$ cat src/hdl/stw_pkg.sv
// stw_pkg: register offsets, field positions and reset values of the system timers
// assumes an 8-bit special-function register port with byte addresses
`default_nettype none
package stw_pkg;
  localparam logic [7:0] ADDR_SEC    = 8'hf9;
  localparam logic [7:0] ADDR_MS     = 8'hfa;
  localparam logic [7:0] ADDR_US     = 8'hfb;
  localparam logic [7:0] ADDR_MSL    = 8'hfc;
  localparam logic [7:0] ADDR_MSH    = 8'hfd;
  localparam logic [7:0] ADDR_TENTH  = 8'hfe;
  localparam logic [7:0] ADDR_WDOG   = 8'hff;
  localparam logic [6:0] RST_SEC     = 7'h7f;
  localparam logic [6:0] RST_MS      = 7'h7f;
  localparam logic [5:0] RST_US      = 6'h03;
  localparam logic [7:0] RST_MSL     = 8'h9f;
  localparam logic [7:0] RST_MSH     = 8'h0f;
  localparam logic [6:0] RST_TENTH   = 7'h63;
  localparam logic [7:0] RST_WDOG    = 8'h00;
  localparam int         BIT_LOAD    = 7;
  localparam int         BIT_ARM     = 7;
  localparam int         BIT_DISARM  = 6;
  localparam int         BIT_KICK    = 5;
  localparam int         PERIOD_W    = 5;
  localparam int         SCALE       = 256;
endpackage : stw_pkg
`default_nettype wire

$ cat src/hdl/stw_divider.sv
// stw_divider: reloadable down counter emitting a tick at terminal count
// assumes the caller gates it with its enable and advance inputs
`default_nettype none
module stw_divider #(
  parameter int W = 8
) (
  // clock and reset
  input  wire logic         mclk,
  input  wire logic         rstn,
  input  wire logic         ce,
  // control
  input  wire logic         advance,
  input  wire logic         load_now,
  input  wire logic [W-1:0] reload,
  input  wire logic [W-1:0] rst_val,
  // result
  output logic              tick
);
  logic [W-1:0] cnt_ff;
  logic [W-1:0] nxt_cnt;
  logic         tick_ff;
  logic         nxt_tick;

  always_comb begin
    nxt_cnt  = cnt_ff;
    nxt_tick = 1'b0;
    if (load_now) begin
      nxt_cnt = reload;
    end else if (advance) begin
      if (cnt_ff == '0) begin
        nxt_cnt  = reload;  // [RULE_19]
        nxt_tick = 1'b1;    // [RULE_19]
      end else begin
        nxt_cnt = cnt_ff - 1'b1;
      end
    end
  end

  always_ff @(posedge mclk or negedge rstn) begin
    if (!rstn) begin
      cnt_ff  <= '0;
      tick_ff <= 1'b0;
    end else if (ce) begin
      cnt_ff  <= nxt_cnt;
      tick_ff <= nxt_tick;
    end
  end

  assign tick = tick_ff;
endmodule : stw_divider
`default_nettype wire

$ cat src/hdl/stw_timers.sv
// stw_timers: system tick dividers, interval interrupts and watchdog
// assumes a same-clock processor register port with one-cycle strobes
//
// Summary of operation
// [RULE_01] millisecond tick divides clock by high*256 + low + 1
// [RULE_02] tenth-second tick divides millisecond tick by divider plus one
// [RULE_03] seconds interrupt every count+1 tenth-second ticks
// [RULE_04] reading seconds count clears its pending interrupt; software clears aux flag
// [RULE_05] seconds interrupt status visible on enable and poll views
// [RULE_06] millisecond interrupt every count+1 millisecond ticks
// [RULE_07] reading millisecond count clears its interrupt; software clears aux flag
// [RULE_08] load-now 0 defers new count until expiry; bit reads zero
// [RULE_09] load-now 1 loads the counter right after the write
// [RULE_10] microsecond tick divides clock by divider plus one
// [RULE_11] write 1 then 0 to arm bit enables watchdog counting
// [RULE_12] write 1 then 0 to disarm bit stops watchdog counting
// [RULE_13] write 1 then 0 to kick bit restarts watchdog from zero
// [RULE_14] armed watchdog expires after period+1 to period+2 tenth ticks
// [RULE_15] watchdog power-down holds the watchdog stopped
// [RULE_16] timer power-down holds the whole tick chain stopped
// [RULE_17] watchdog interrupt forwarded only while its enable is set
// [RULE_18] one-cycle expiry pulse on watchdog timeout
// [RULE_19] dividers reload and pulse one cycle at terminal count
`default_nettype none
module stw_timers (
  // clock and reset
  input  wire logic       mclk,
  input  wire logic       rstn,
  input  wire logic       ce,
  // register port
  input  wire logic [7:0] reg_addr,
  input  wire logic       reg_wr,
  input  wire logic       reg_rd,
  input  wire logic [7:0] reg_wdata,
  output logic      [7:0] reg_rdata,
  // power-down and watchdog interrupt enable controls
  input  wire logic       systimer_powerdown,
  input  wire logic       watchdog_powerdown,
  input  wire logic       watchdog_irq_enable,
  // ticks and events
  output logic            us_tick,
  output logic            ms_tick,
  output logic            tenth_tick,
  output logic            sec_irq_pending,
  output logic            ms_irq_pending,
  output logic            watchdog_expired,
  output logic            watchdog_irq
);
  typedef struct packed {
    logic [6:0] sec_val;
    logic [6:0] ms_val;
    logic [5:0] us_val;
    logic [7:0] msl;
    logic [7:0] msh;
    logic [6:0] tenth_val;
    logic [7:0] wdog_ctl;
    logic [6:0] sec_cnt;
    logic [6:0] ms_cnt;
    logic       sec_pend;
    logic       ms_pend;
    logic       wd_run;
    logic [5:0] wd_cnt;
    logic       wd_exp;
    logic [7:0] rdata;
  } stw_state_s;

  stw_state_s st_ff;
  stw_state_s nxt_st;

  logic       wr_sec;
  logic       wr_ms;
  logic       wr_tenth;
  logic       load_bit;
  logic       run;
  logic       ms_raw;
  logic       us_raw;
  logic       tenth_raw;
  logic [15:0] ms_div;

  function automatic logic hit(input logic [7:0] a, input logic [7:0] ref_a);
    hit = (a == ref_a);
  endfunction : hit

  assign load_bit = reg_wdata[stw_pkg::BIT_LOAD];
  assign wr_sec   = reg_wr && hit(reg_addr, stw_pkg::ADDR_SEC);
  assign wr_ms    = reg_wr && hit(reg_addr, stw_pkg::ADDR_MS);
  assign wr_tenth = reg_wr && hit(reg_addr, stw_pkg::ADDR_TENTH);
  assign run      = !systimer_powerdown;  // [RULE_16]
  assign ms_div   = 16'(st_ff.msh) * 16'(stw_pkg::SCALE) + 16'(st_ff.msl);  // [RULE_01]

  stw_divider #(.W(6)) u_us (
    .mclk     (mclk),
    .rstn     (rstn),
    .ce       (ce),
    .advance  (run),
    .load_now (1'b0),
    .reload   (st_ff.us_val),
    .rst_val  (stw_pkg::RST_US),
    .tick     (us_raw)               // [RULE_10]
  );

  stw_divider #(.W(16)) u_ms (
    .mclk     (mclk),
    .rstn     (rstn),
    .ce       (ce),
    .advance  (run),
    .load_now (1'b0),
    .reload   (ms_div),
    .rst_val  ({stw_pkg::RST_MSH, stw_pkg::RST_MSL}),
    .tick     (ms_raw)               // [RULE_01]
  );

  stw_divider #(.W(7)) u_tenth (
    .mclk     (mclk),
    .rstn     (rstn),
    .ce       (ce),
    .advance  (run && ms_raw),       // [RULE_02]
    .load_now (wr_tenth && load_bit),  // [RULE_09]
    .reload   (wr_tenth ? reg_wdata[6:0] : st_ff.tenth_val),
    .rst_val  (stw_pkg::RST_TENTH),
    .tick     (tenth_raw)
  );

  assign us_tick    = us_raw;
  assign ms_tick    = ms_raw;
  assign tenth_tick = tenth_raw;

  always_comb begin
    nxt_st = st_ff;
    nxt_st.wd_exp = 1'b0;
    // register writes
    if (reg_wr) begin
      case (reg_addr)
        stw_pkg::ADDR_SEC: begin
          nxt_st.sec_val = reg_wdata[6:0];
          if (load_bit) nxt_st.sec_cnt = reg_wdata[6:0];  // [RULE_09]
        end
        stw_pkg::ADDR_MS: begin
          nxt_st.ms_val = reg_wdata[6:0];
          if (load_bit) nxt_st.ms_cnt = reg_wdata[6:0];   // [RULE_09]
        end
        stw_pkg::ADDR_US:    nxt_st.us_val    = reg_wdata[5:0];
        stw_pkg::ADDR_MSL:   nxt_st.msl       = reg_wdata;
        stw_pkg::ADDR_MSH:   nxt_st.msh       = reg_wdata;
        stw_pkg::ADDR_TENTH: nxt_st.tenth_val = reg_wdata[6:0];
        stw_pkg::ADDR_WDOG: begin
          nxt_st.wdog_ctl = reg_wdata;
          // falling edge of each strobe bit completes its sequence
          if (st_ff.wdog_ctl[stw_pkg::BIT_ARM] && !reg_wdata[stw_pkg::BIT_ARM]) begin
            nxt_st.wd_run = 1'b1;  // [RULE_11]
            nxt_st.wd_cnt = '0;
          end
          if (st_ff.wdog_ctl[stw_pkg::BIT_DISARM] && !reg_wdata[stw_pkg::BIT_DISARM]) begin
            nxt_st.wd_run = 1'b0;  // [RULE_12]
          end
          if (st_ff.wdog_ctl[stw_pkg::BIT_KICK] && !reg_wdata[stw_pkg::BIT_KICK]) begin
            nxt_st.wd_cnt = '0;    // [RULE_13]
          end
        end
        default: begin
        end
      endcase
    end
    // reads clear pending interrupts
    if (reg_rd && hit(reg_addr, stw_pkg::ADDR_SEC)) nxt_st.sec_pend = 1'b0;  // [RULE_04]
    if (reg_rd && hit(reg_addr, stw_pkg::ADDR_MS))  nxt_st.ms_pend  = 1'b0;  // [RULE_07]
    // interval counters, deferred reload uses held value
    if (run && ms_raw && !(wr_ms && load_bit)) begin
      if (st_ff.ms_cnt == '0) begin
        nxt_st.ms_cnt  = wr_ms ? reg_wdata[6:0] : st_ff.ms_val;  // [RULE_08]
        nxt_st.ms_pend = 1'b1;  // [RULE_06] set wins over read clear
      end else begin
        nxt_st.ms_cnt = st_ff.ms_cnt - 7'd1;
      end
    end
    if (run && tenth_raw && !(wr_sec && load_bit)) begin
      if (st_ff.sec_cnt == '0) begin
        nxt_st.sec_cnt  = wr_sec ? reg_wdata[6:0] : st_ff.sec_val;  // [RULE_08]
        nxt_st.sec_pend = 1'b1;  // [RULE_03]
      end else begin
        nxt_st.sec_cnt = st_ff.sec_cnt - 7'd1;
      end
    end
    // watchdog counts tenth ticks
    if (st_ff.wd_run && !watchdog_powerdown && run && tenth_raw) begin  // [RULE_15]
      if (st_ff.wd_cnt >= 6'(st_ff.wdog_ctl[stw_pkg::PERIOD_W-1:0]) + 6'd1) begin
        nxt_st.wd_exp = 1'b1;  // [RULE_14] [RULE_18]
        nxt_st.wd_cnt = '0;
      end else begin
        nxt_st.wd_cnt = st_ff.wd_cnt + 6'd1;
      end
    end
    // read data, load bit reads zero
    case (reg_addr)
      stw_pkg::ADDR_SEC:   nxt_st.rdata = {1'b0, st_ff.sec_val};  // [RULE_08]
      stw_pkg::ADDR_MS:    nxt_st.rdata = {1'b0, st_ff.ms_val};
      stw_pkg::ADDR_US:    nxt_st.rdata = {2'b00, st_ff.us_val};
      stw_pkg::ADDR_MSL:   nxt_st.rdata = st_ff.msl;
      stw_pkg::ADDR_MSH:   nxt_st.rdata = st_ff.msh;
      stw_pkg::ADDR_TENTH: nxt_st.rdata = {1'b0, st_ff.tenth_val};
      stw_pkg::ADDR_WDOG:  nxt_st.rdata = st_ff.wdog_ctl;
      default:             nxt_st.rdata = 8'h00;
    endcase
  end

  always_ff @(posedge mclk or negedge rstn) begin
    if (!rstn) begin
      st_ff           <= '0;
      st_ff.sec_val   <= stw_pkg::RST_SEC;
      st_ff.ms_val    <= stw_pkg::RST_MS;
      st_ff.us_val    <= stw_pkg::RST_US;
      st_ff.msl       <= stw_pkg::RST_MSL;
      st_ff.msh       <= stw_pkg::RST_MSH;
      st_ff.tenth_val <= stw_pkg::RST_TENTH;
      st_ff.wdog_ctl  <= stw_pkg::RST_WDOG;
      st_ff.sec_cnt   <= stw_pkg::RST_SEC;
      st_ff.ms_cnt    <= stw_pkg::RST_MS;
    end else if (ce) begin
      st_ff <= nxt_st;
    end
  end

  assign reg_rdata        = st_ff.rdata;
  assign sec_irq_pending  = st_ff.sec_pend;  // [RULE_05]
  assign ms_irq_pending   = st_ff.ms_pend;
  assign watchdog_expired = st_ff.wd_exp;
  assign watchdog_irq     = st_ff.wd_exp && watchdog_irq_enable;  // [RULE_17]
endmodule : stw_timers
`default_nettype wire

$ cat config.mk
export PLATFORM = sky130hd
export DESIGN_NAME = stw_timers
export DESIGN_NICKNAME = d
export VERILOG_FILES = /design/src/hdl/stw_pkg.sv /design/src/hdl/stw_divider.sv /design/src/hdl/stw_timers.sv
export SDC_FILE = /design/constraint.sdc
export NUM_CORES = 1
export LEC_CHECK = 0
export BUFFER_PORTS_ARGS = -buffer_cell sky130_fd_sc_hd__buf_2
export CAP_MARGIN = 20
export CORE_MARGIN = 2
export CORE_UTILIZATION = 60
export CTS_CLUSTER_SIZE = 14
export DETAILED_ROUTE_END_ITERATION = 8
export GPL_TIMING_DRIVEN = 0
export HOLD_SLACK_MARGIN = 0.08
export PLACE_DENSITY = 0.78
export SLEW_MARGIN = 20
export SYNTH_ARGS = -nofsm -noshare
export SYNTH_HDL_FRONTEND = slang
export SYNTH_HIERARCHICAL = 1
export SYNTH_SLANG_ARGS = --single-unit
$ cat constraint.sdc
create_clock -name mclk -period 3.3 [get_ports mclk]
set_input_delay 0.165 -clock mclk [delete_from_list [all_inputs] [get_ports mclk]]
set_output_delay 0.165 -clock mclk [all_outputs]
set_load 0.01 [all_outputs]
==> results_dict.tcl, run 1 <==
set metrics [dict create \
    grt_pass1_wl_um 30600 \
    synth_cells 711 \
    grt_overflow 0 \
    clock_path_buffers 2 \
    drtIter0Drc 635 \
    hold_end "st_ff[39]" \
    drive_above_1_share_pct 33.1 \
    start_util_pct 61.0 \
    path_cells "and3_1 > xnor2_1 > ha_1 > a21o_1 > a21oi_1 > o21ai_1 > a211oi_4 > nand2b_4 > o311ai_2" \
    path_max_fanout 7 \
    dieArea_sq_mm 0.0130 \
    core_sq_mm 0.0119 \
    grt_max_degree 76 \
    drt-total-wl_um 18700 \
    holdPathStages 3 \
    slew_violations 0 \
    cts_sinks 115 \
    routedWlPerCell_um 20.1 \
    critPathSlowestCell "a211oi_4" \
    cts_setup_buffers 0 \
    met1_length_um 8210 \
    slowest_delay_ns 0.45 \
    dr.pass1.iters 6 \
    final_net_count 813 \
    hpwl_um 13400 \
    worst_setup_path_start_kind "flop" \
    setup_viol 0 \
    hold_viol_final 0 \
    clock-root-buffer "clkbuf_16" \
    r2r_cells 9 \
    top_layer_used "met4" \
    period_share_pct 72.7 \
    grt_pass1_vias 5918 \
    post-route-min-period_ns 2.40 \
    syn-cell-area_sq_mm 0.00727 \
    maxCapViolCount 0 \
    drtAntennaViolNets 0 \
    drc 0 \
    cts-resized-gates 0 \
    io_pins 39 \
    outcome "finished clean" \
    fp-row-count 40 \
    cts_tree "built" \
    fmax_ghz 0.417 \
    reg2reg_from "st_ff[34]" \
    power.density_mw_per_mm2 504 \
    ys_warn_count 6 \
    setup_tns_ns 0 \
    fillCellCount 892 \
    die-width_um 114 \
    worstPathRequired_ns 3.63 \
    vias_per_cell 6.54 \
    ir_drop_mv 0.440 \
    clk_latency_ns 0.42 \
    die_h_um 114 \
    total_leakage_power_nw 3.58 \
    rrSetupSlack_ns 0.90 \
    critPathKind "reg -> reg" \
    area_delta_synth_final_pct 14.1 \
    place_congestion 0.963 \
    min_from "reg_wdata[7]" \
    path_clk_slew_ns 0.06 \
    wl_met3_um 1380 \
    rsz0062_at_grt "false" \
    max_slew_margin_pct 39.2 \
    fin_skew_ns 0.0106 \
    arrival_ns 2.73 \
    min_path_type "in -> reg" \
    ctsHtreeMaxLevel 4 \
    gr-usage-all-layers_pct 30.3 \
    cts_buffers 17 \
    fin_area_sq_mm 0.00829 \
    rr_endpoint "st_ff[14]" \
    vias 6099 \
    path_buf_inv 0 \
    hold_buffers 1 \
    worstMarginPinSlew_ns 0.904 \
    portBuffers 36 \
    avgSynthCellArea_sq_um 10.2 \
    critPathTopFamily "compound AO/OA/AOI/OAI gates" \
    place_area_sq_mm 0.00769 \
    antenna_found_initial 0 \
    cp-end-kind "flop" \
    wl_met2_um 8740 \
    diodes 0 \
]
==> routing by layer <==
metal,global-route usage [%],up-vias
li1,-,2770
met1,41.6,3012
met2,47.7,274
met3,7.15,43
met4,10.5,0
met5,0,-
==> report_power, final <==
part / switching (mW) / total, mW / internal, mW
combinational: 0.400 / 0.662 / 0.261
clock: 0.651 / 1.87 / 1.22
sequential: 0.121 / 1.64 / 1.52
total: 1.17 / 4.18 / 3.00
==> worst max-delay path by stage <==
| stage | startpoint | endpoint | slack, ns | cells after the start |
|---|---|---|---|---|
| 2_1_floorplan | st_ff[33] | st_ff[14] | 1.13 | 9 |
| 3_3_place_gp | rstn | st_ff[10] | 0.71 | 1 |
| 3_5_place_dp | reg_addr[6] | u_tenth/cnt_ff[3] | 0.86 | 9 |
| 4_1_cts | st_ff[33] | st_ff[14] | 0.88 | 9 |
| 5_1_grt | st_ff[33] | st_ff[12] | 0.76 | 9 |
| 6_report | st_ff[34] | st_ff[14] | 0.90 | 9 |
==> layout make-up <==
class / instances / area, sq um / area share, %
multi-input combinational: 521 / 3950 / 47.6
sequential: 115 / 2930 / 35.4
clock buffer: 22 / 464 / 5.60
buffer: 48 / 290 / 3.50
timing repair buffer: 38 / 224 / 2.70
tap: 147 / 184 / 2.22
clock inverter: 10 / 131 / 1.58
inverter: 32 / 120 / 1.45
==> tightest hold or removal path, delay by kind of cell <==
kind / cells / cell delay (ns)
simple gates: 1 / 0.06
buf+inv: 1 / 0.17
compound gates: 1 / 0.08
==> sequential cells by signal, indices dropped and copies added, names as in the netlist <==
| name | flops |
|---|---|
| st_ff | 72 |
| u_ms/cnt_ff | 16 |
| reg_rdata | 8 |
| u_tenth/cnt_ff | 7 |
| u_us/cnt_ff | 6 |
| ms_irq_pending | 1 |
| sec_irq_pending | 1 |
| u_ms/tick | 1 |
| u_tenth/tick | 1 |
| u_us/tick | 1 |
| watchdog_expired | 1 |
==> stage by stage <==
stage	util [%]	hold slack, ns	total power [mW]	std cells	setup slack (ns)
floorplan	-	-0.131	2.10	716	1.13
global placement	64.2	0.484	2.27	899	0.709
detailed placement	64.5	0.106	2.30	900	0.863
CTS	69.6	0.0899	4.18	933	0.878
global route	69.6	0.105	4.34	933	0.759
finish	69.6	0.0953	4.18	933	0.901
==> cells in the final DEF (no fill, tap or decap), types with 4 or more instances in the layout <==
| master | instances |
|---|---|
| dfrtp_1 | 71 |
| mux2_2 | 62 |
| nand2_1 | 58 |
| buf_2 | 49 |
| dfstp_2 | 44 |
| nand3_1 | 37 |
| o21ai_0 | 36 |
| inv_1 | 32 |
| nor2_1 | 30 |
| a21oi_1 | 26 |
| clkbuf_1 | 19 |
| clkbuf_16 | 17 |
| ha_1 | 16 |
| nand4_1 | 15 |
| mux2i_1 | 15 |
| o22ai_1 | 12 |
| a2bb2oi_1 | 12 |
| nor3_1 | 11 |
| buf_4 | 10 |
| nand2b_1 | 10 |
| or3_1 | 8 |
| nor2b_1 | 7 |
| buf_6 | 7 |
| o211ai_1 | 7 |
| and3_1 | 6 |
| and2_1 | 6 |
| mux4_2 | 6 |
| nor4_1 | 6 |
| a31oi_1 | 6 |
| conb_1 | 6 |
| o221ai_1 | 5 |
| a22oi_1 | 5 |
| clkinv_2 | 5 |
| o21a_1 | 5 |
| a21oi_2 | 5 |
| xor2_1 | 4 |
| nor3b_1 | 4 |
| o32ai_1 | 4 |
(Power assumes the default switching activity.)
==> inputs of run 2 (changes only) <==
==> constraint.sdc (replaced) <==
create_clock -name mclk -period 2.25 [get_ports mclk]
set_input_delay 0.1125 -clock mclk [delete_from_list [all_inputs] [get_ports mclk]]
set_output_delay 0.1125 -clock mclk [all_outputs]
set_load 0.01 [all_outputs]
==> run 2 against run 1 <==
  * Power increased by 47%
  * Sequential share of layout area fell by 0.57 points
  * Utilization is 1.1 points higher
  * Critical path depth rose by 1
  * Cell count up 1.1%
  * Global-route usage rose by 0.32 points
  * First-iteration DRC count down 5.0%
  * Non-clock buffer count rose by 10
  * Via count increased by 1.0%
  * Combinational power rose by 49%
  * Clock power increased by 47%
  * Worst setup slack got worse by 0.82 ns
  * Critical endpoint is now st_ff[11]
==> results_dict.tcl, run 2 (synthesis results as in run 1) <==
set metrics [dict create \
    path_clk_slew_ns 0.05 \
    worstMarginPinSlew_ns 0.882 \
    path_buf_inv 1 \
    clock_path_buffers 2 \
    slew_violations 0 \
    largest-register "st_ff" \
    hpwl_um 13400 \
    critPathKind "reg -> reg" \
    drc 0 \
    mostFrequentLayoutCell "dfrtp_1" \
    total_leakage_power_nw 3.64 \
    start_util_pct 61.0 \
    holdPathStages 4 \
    hold_viol_final 0 \
    critPathTopFamily "compound AO/OA/AOI/OAI gates" \
    ir_drop_mv 0.647 \
    area_delta_synth_final_pct 15.9 \
    grt_pass1_wl_um 30900 \
    dr.pass1.iters 6 \
    grt_pass1_vias 5990 \
    fin_skew_ns 0.00885 \
    setup_viol 0 \
    critPathSlowestCell "dfrtp_1" \
    rsz0062_at_grt "true" \
    clock-root-buffer "clkbuf_16" \
    clk_latency_ns 0.42 \
    io_pins 39 \
    hold_ws_ns 0.116 \
    cts_sinks 115 \
    cp.depth 10 \
    worst_setup_path_start_kind "flop" \
    core_sq_mm 0.0119 \
    cts_buffers 17 \
    grt_overflow 0 \
    period_share_pct 96.3 \
    r2r_cells 10 \
    vias_per_cell 6.54 \
    path_max_fanout 5 \
    antenna_found_initial 0 \
    max_slew_margin_pct 40.7 \
    die-width_um 114 \
    worstPathRequired_ns 2.57 \
    drtAntennaViolNets 0 \
    slowest_delay_ns 0.40 \
    arrival_ns 2.48 \
    drtIter0Drc 603 \
    place_congestion 0.963 \
    fin_area_sq_mm 0.00843 \
    drive_above_1_share_pct 34.3 \
    cp-end-kind "flop" \
    fmax_ghz 0.461 \
    ctsHtreeMaxLevel 4 \
    final_net_count 823 \
    grt_max_degree 76 \
    path_cells "and3_4 > xnor2_1 > ha_1 > a21o_1 > a21oi_2 > o21ai_2 > a211oi_4 > buf_6 > nand2b_4 > o311ai_2" \
    routedWlPerCell_um 20.1 \
    largest_reg_flops 72 \
    gr-usage-all-layers_pct 30.7 \
    utilization_pct 70.7 \
    die_h_um 114 \
    diodes 0 \
    min_path_type "in -> reg" \
    place_area_sq_mm 0.00769 \
    fp-row-count 40 \
    outcome "finished clean" \
    vias 6163 \
    final_cell_mix "dfrtp_1, mux2_2, nand2_1" \
    cts_tree "built" \
    drt-total-wl_um 18900 \
    power.density_mw_per_mm2 729 \
    post-route-min-period_ns 2.17 \
    dieArea_sq_mm 0.0130 \
    portBuffers 36 \
    maxCapViolCount 0 \
]
run 2: changes by cell type in the layout (fill, tap and decap cells not counted), moves of 2 or more:
cell | before | now
buf_4 | 10 | 15
dlygate4sd3_1 | 1 | 5
nand3_1 | 37 | 35
nand3_2 | 3 | 5
o311ai_1 | 2 | 0
o311ai_2 | 1 | 3
run 2: worst register-to-register path, stage by stage (launching register included):
cell	delay [ns]
dfrtp_1	0.40
and3_4	0.20
xnor2_1	0.12
ha_1	0.31
a21o_1	0.17
a21oi_2	0.13
o21ai_2	0.09
a211oi_4	0.21
buf_6	0.15
nand2b_4	0.07
o311ai_2	0.21
run 2: stage by stage:
stage | setup slack (ns) | std cells | total power [mW] | setup TNS [ns]
global route | -0.0184 | 943 | 6.39 | -0.0327
floorplan | 0.0801 | 716 | 3.09 | 0
global placement | -0.288 | 899 | 3.33 | -19.88
detailed placement | -0.146 | 900 | 3.37 | -0.632
CTS | 0.00597 | 943 | 6.14 | 0
finish | 0.0831 | 943 | 6.15 | 0
run 2: path summary, 6_finish.rpt:
kind,start,end,slack [ns]
worst max-delay path,st_ff[33],st_ff[11],0.08
worst min register to register,st_ff[38],st_ff[15],0.51
worst max register to register,st_ff[33],st_ff[11],0.08
min in group asynchronous,rstn,u_us/cnt_ff[3],0.17
worst min-delay path,reg_rd,sec_irq_pending,0.12
max in group asynchronous,rstn,st_ff[80],1.34
run 2: area by class of cell:
class                      instances  area (sq um)
sequential                       115          2930
tap                              147           184
inverter                          32           120
clock buffer                      22           464
timing repair buffer              48           313
buffer                            48           290
multi-input combinational        521          3990
fill                             880          3480
clock inverter                    10           131
run 2: timing repair:
item                                    4_1_cts  5_1_grt
endpoints found under the hold margin        82        0
endpoints found under the setup margin        6       10
gates resized for setup                       2        8
buffers inserted                              6        0
hold buffers                                  5        0
pin swaps                                     1        3
run 2: layer usage:
layer	up-vias	GRT usage [%]	wire length, um
met1	3053	42.1	8390
li1	2801	-	-
met2	268	48.2	8850
met4	0	10.2	452
met3	41	7.36	1250
met5	-	0	0
run 2: report_power, final:
group | leakage [nW] | switching [mW] | internal (mW)
logic | 1.97 | 0.593 | 0.395
clock network | 0.294 | 0.958 | 1.79
registers | 1.38 | 0.180 | 2.23
total | 3.64 | 1.73 | 4.42
==> inputs of run 3 (changes only) <==
--- a/config.mk
+++ b/config.mk
@@ -9,6 +9,7 @@
 export CAP_MARGIN = 20
 export CORE_MARGIN = 2
 export CORE_UTILIZATION = 60
+export CTS_BUF_LIST = sky130_fd_sc_hd__clkbuf_4
 export CTS_CLUSTER_SIZE = 14
 export DETAILED_ROUTE_END_ITERATION = 8
 export GPL_TIMING_DRIVEN = 0
==> run 3 against run 2 <==
  * Sequential power barely moved
  * Register-to-register slack barely moved
  * Critical endpoint unchanged
  * Die area did not move
  * Critical path depth did not move
  * Critical path type unchanged
==> results_dict.tcl, run 3 (synthesis results as in run 1) <==
set metrics [dict create \
    fin_skew_ns 0.0171 \
    multi_input_area_sq_mm 0.00400 \
    clk_latency_ns 0.54 \
    die-width_um 114 \
    switchingPower_mw 1.59 \
    intPower_mw 3.43 \
    slew_violations 0 \
    power_frac_seq_pct 48.0 \
    clock_path_buffers 2 \
    fin_total_pwr_mw 5.02 \
    core_sq_mm 0.0119 \
    regArea_sq_mm 0.00293 \
    pwr-share-comb_pct 20.1 \
    setup_viol 0 \
    fin_area_sq_mm 0.00824 \
    post-route-min-period_ns 2.18 \
    period_share_pct 96.8 \
    antenna_found_initial 1 \
    hpwl_um 13400 \
    clkPwrFrac_pct 31.9 \
    maxCapViolCount 0 \
    hold_viol_final 0 \
    place_area_sq_mm 0.00769 \
    mostFrequentLayoutCell "dfrtp_1" \
    grtUsageMet3_pct 7.20 \
    vias 6184 \
    path_cells "and3_4 > xnor2_1 > ha_1 > a21o_1 > a21oi_2 > o21ai_2 > a211oi_4 > buf_6 > nand2b_4 > o311ai_2" \
    drtAntennaViolNets 0 \
    ir_drop_mv 0.596 \
    gr-usage-all-layers_pct 30.4 \
    drive_above_1_share_pct 34.3 \
    grt_pass1_wl_um 30800 \
    worstPathRequired_ns 2.69 \
    io_pins 39 \
    critPathKind "reg -> reg" \
    ctsHtreeMaxLevel 4 \
    critPathSlowestCell "dfrtp_1" \
    cts_tree "built" \
    switching_share_pct 31.7 \
    grt_pass1_vias 5984 \
    fp-row-count 40 \
    max_slew_margin_pct 38.8 \
    power.density_mw_per_mm2 609 \
    path_clk_slew_ns 0.11 \
    slowest_delay_ns 0.42 \
    top_usage_layer "met2" \
    fillCellCount 904 \
    min_path_type "in -> async" \
    largest-register "st_ff" \
    place_congestion 0.963 \
    final_cell_mix "dfrtp_1, mux2_2, nand2_1" \
    routedWlPerCell_um 20.0 \
    vias_per_cell 6.49 \
    drt-total-wl_um 19100 \
    total_leakage_power_nw 3.54 \
    path_max_fanout 4 \
    area_delta_synth_final_pct 13.3 \
    drc 0 \
    portBuffers 36 \
    cts_sinks 115 \
    die_h_um 114 \
    grt_max_degree 76 \
    worst_setup_path_start_kind "flop" \
    final_net_count 832 \
    start_util_pct 61.0 \
    largest_reg_flops 72 \
    grtUsageMet2_pct 48.6 \
    cp-end-kind "flop" \
    clock-root-buffer "clkbuf_4" \
    setup_tns_ns 0 \
    outcome "finished clean" \
    fmax_ghz 0.459 \
    drtIter0Drc 772 \
    worstMarginPinSlew_ns 0.910 \
    arrival_ns 2.61 \
    cts_buffers 17 \
    dieArea_sq_mm 0.0130 \
    grt_util_met1_pct 41.7 \
    dr.pass1.iters 7 \
    grt_overflow 0 \
    rsz0062_at_grt "true" \
]
==> run 3: changes by cell type in the layout (fill, tap and decap cells not counted), sizes merged <==
cell / before / now
buf: 74 / 75
diode: 0 / 1
dlygate4sd3: 5 / 13
clkbuf: 39 / 37
clkinv: 6 / 8
==> run 3: cell type report <==
type                    instances  area share [%]
diodes                          1          0.0304
flip-flops and latches        115            35.6
clock inverters                12            1.69
inverters                      32            1.46
plain buffers                  48            3.52
multi-input cells             521            48.6
repair buffers                 57            5.01
clock buffers                  20            1.82
well taps                     147            2.23
==> run 3: path summary, 6_finish.rpt <==
path,start,endpoint,slack [ns],cells past startpoint
max in group asynchronous,rstn,st_ff[50],1.68,3
worst max register to register,st_ff[33],st_ff[11],0.07,10
worst min register to register,st_ff[38],st_ff[15],0.52,1
min in group mclk,reg_addr[2],reg_rdata[1],0.13,5
worst min-delay path,rstn,st_ff[47],0.13,2
worst max-delay path,st_ff[33],st_ff[11],0.07,10
==> run 3: worst max-delay path: cells and delay by family, from the launching register on <==
kind / cells / cell delay [ns]
flip-flops: 1 / 0.42
XOR/XNOR: 1 / 0.12
buffers and inverters: 1 / 0.15
AND/OR/NAND/NOR: 2 / 0.27
adder cells (fa/ha/maj): 1 / 0.31
AO/OA/AOI/OAI: 5 / 0.80
==> run 3: what timing repair did <==
item | 4_1_cts | 5_1_grt
hold endpoints to repair | 97 | 0
cloned | 0 | 0
resized for setup | 2 | 10
pin swaps | 1 | 3
setup buffers | 5 | 1
endpoints found under the setup margin | 6 | 13
hold buffers | 14 | 0
==> run 3: metrics by stage <==
stage          util, %  cells  setup slack (ns)  hold WS (ns)
5_1_grt           69.1    953           -0.0373        0.0964
4_1_cts           68.6    951           0.00933        0.0869
3_3_place_gp      64.2    899            -0.288         0.432
2_1_floorplan        -    716            0.0801        -0.183
6_report          69.1    953            0.0730         0.125
3_5_place_dp      64.5    900            -0.146        0.0536
==> run 3: per-layer routing <==
metal  up-vias  wire length (um)
met1      3041              8220
met4         0               367
met3        43              1420
met2       291              9070
met5         -                 0
li1       2809                 -
==> run 3: power groups by stage <==
stage / clock network (mW) / logic, mW / registers, mW
after floorplan: 0 / 0.698 / 2.39
after global placement: 0 / 0.903 / 2.42
after detailed placement: 0 / 0.941 / 2.43
after CTS: 1.62 / 0.981 / 2.40
after global routing: 1.70 / 1.10 / 2.43
final: 1.60 / 1.01 / 2.41
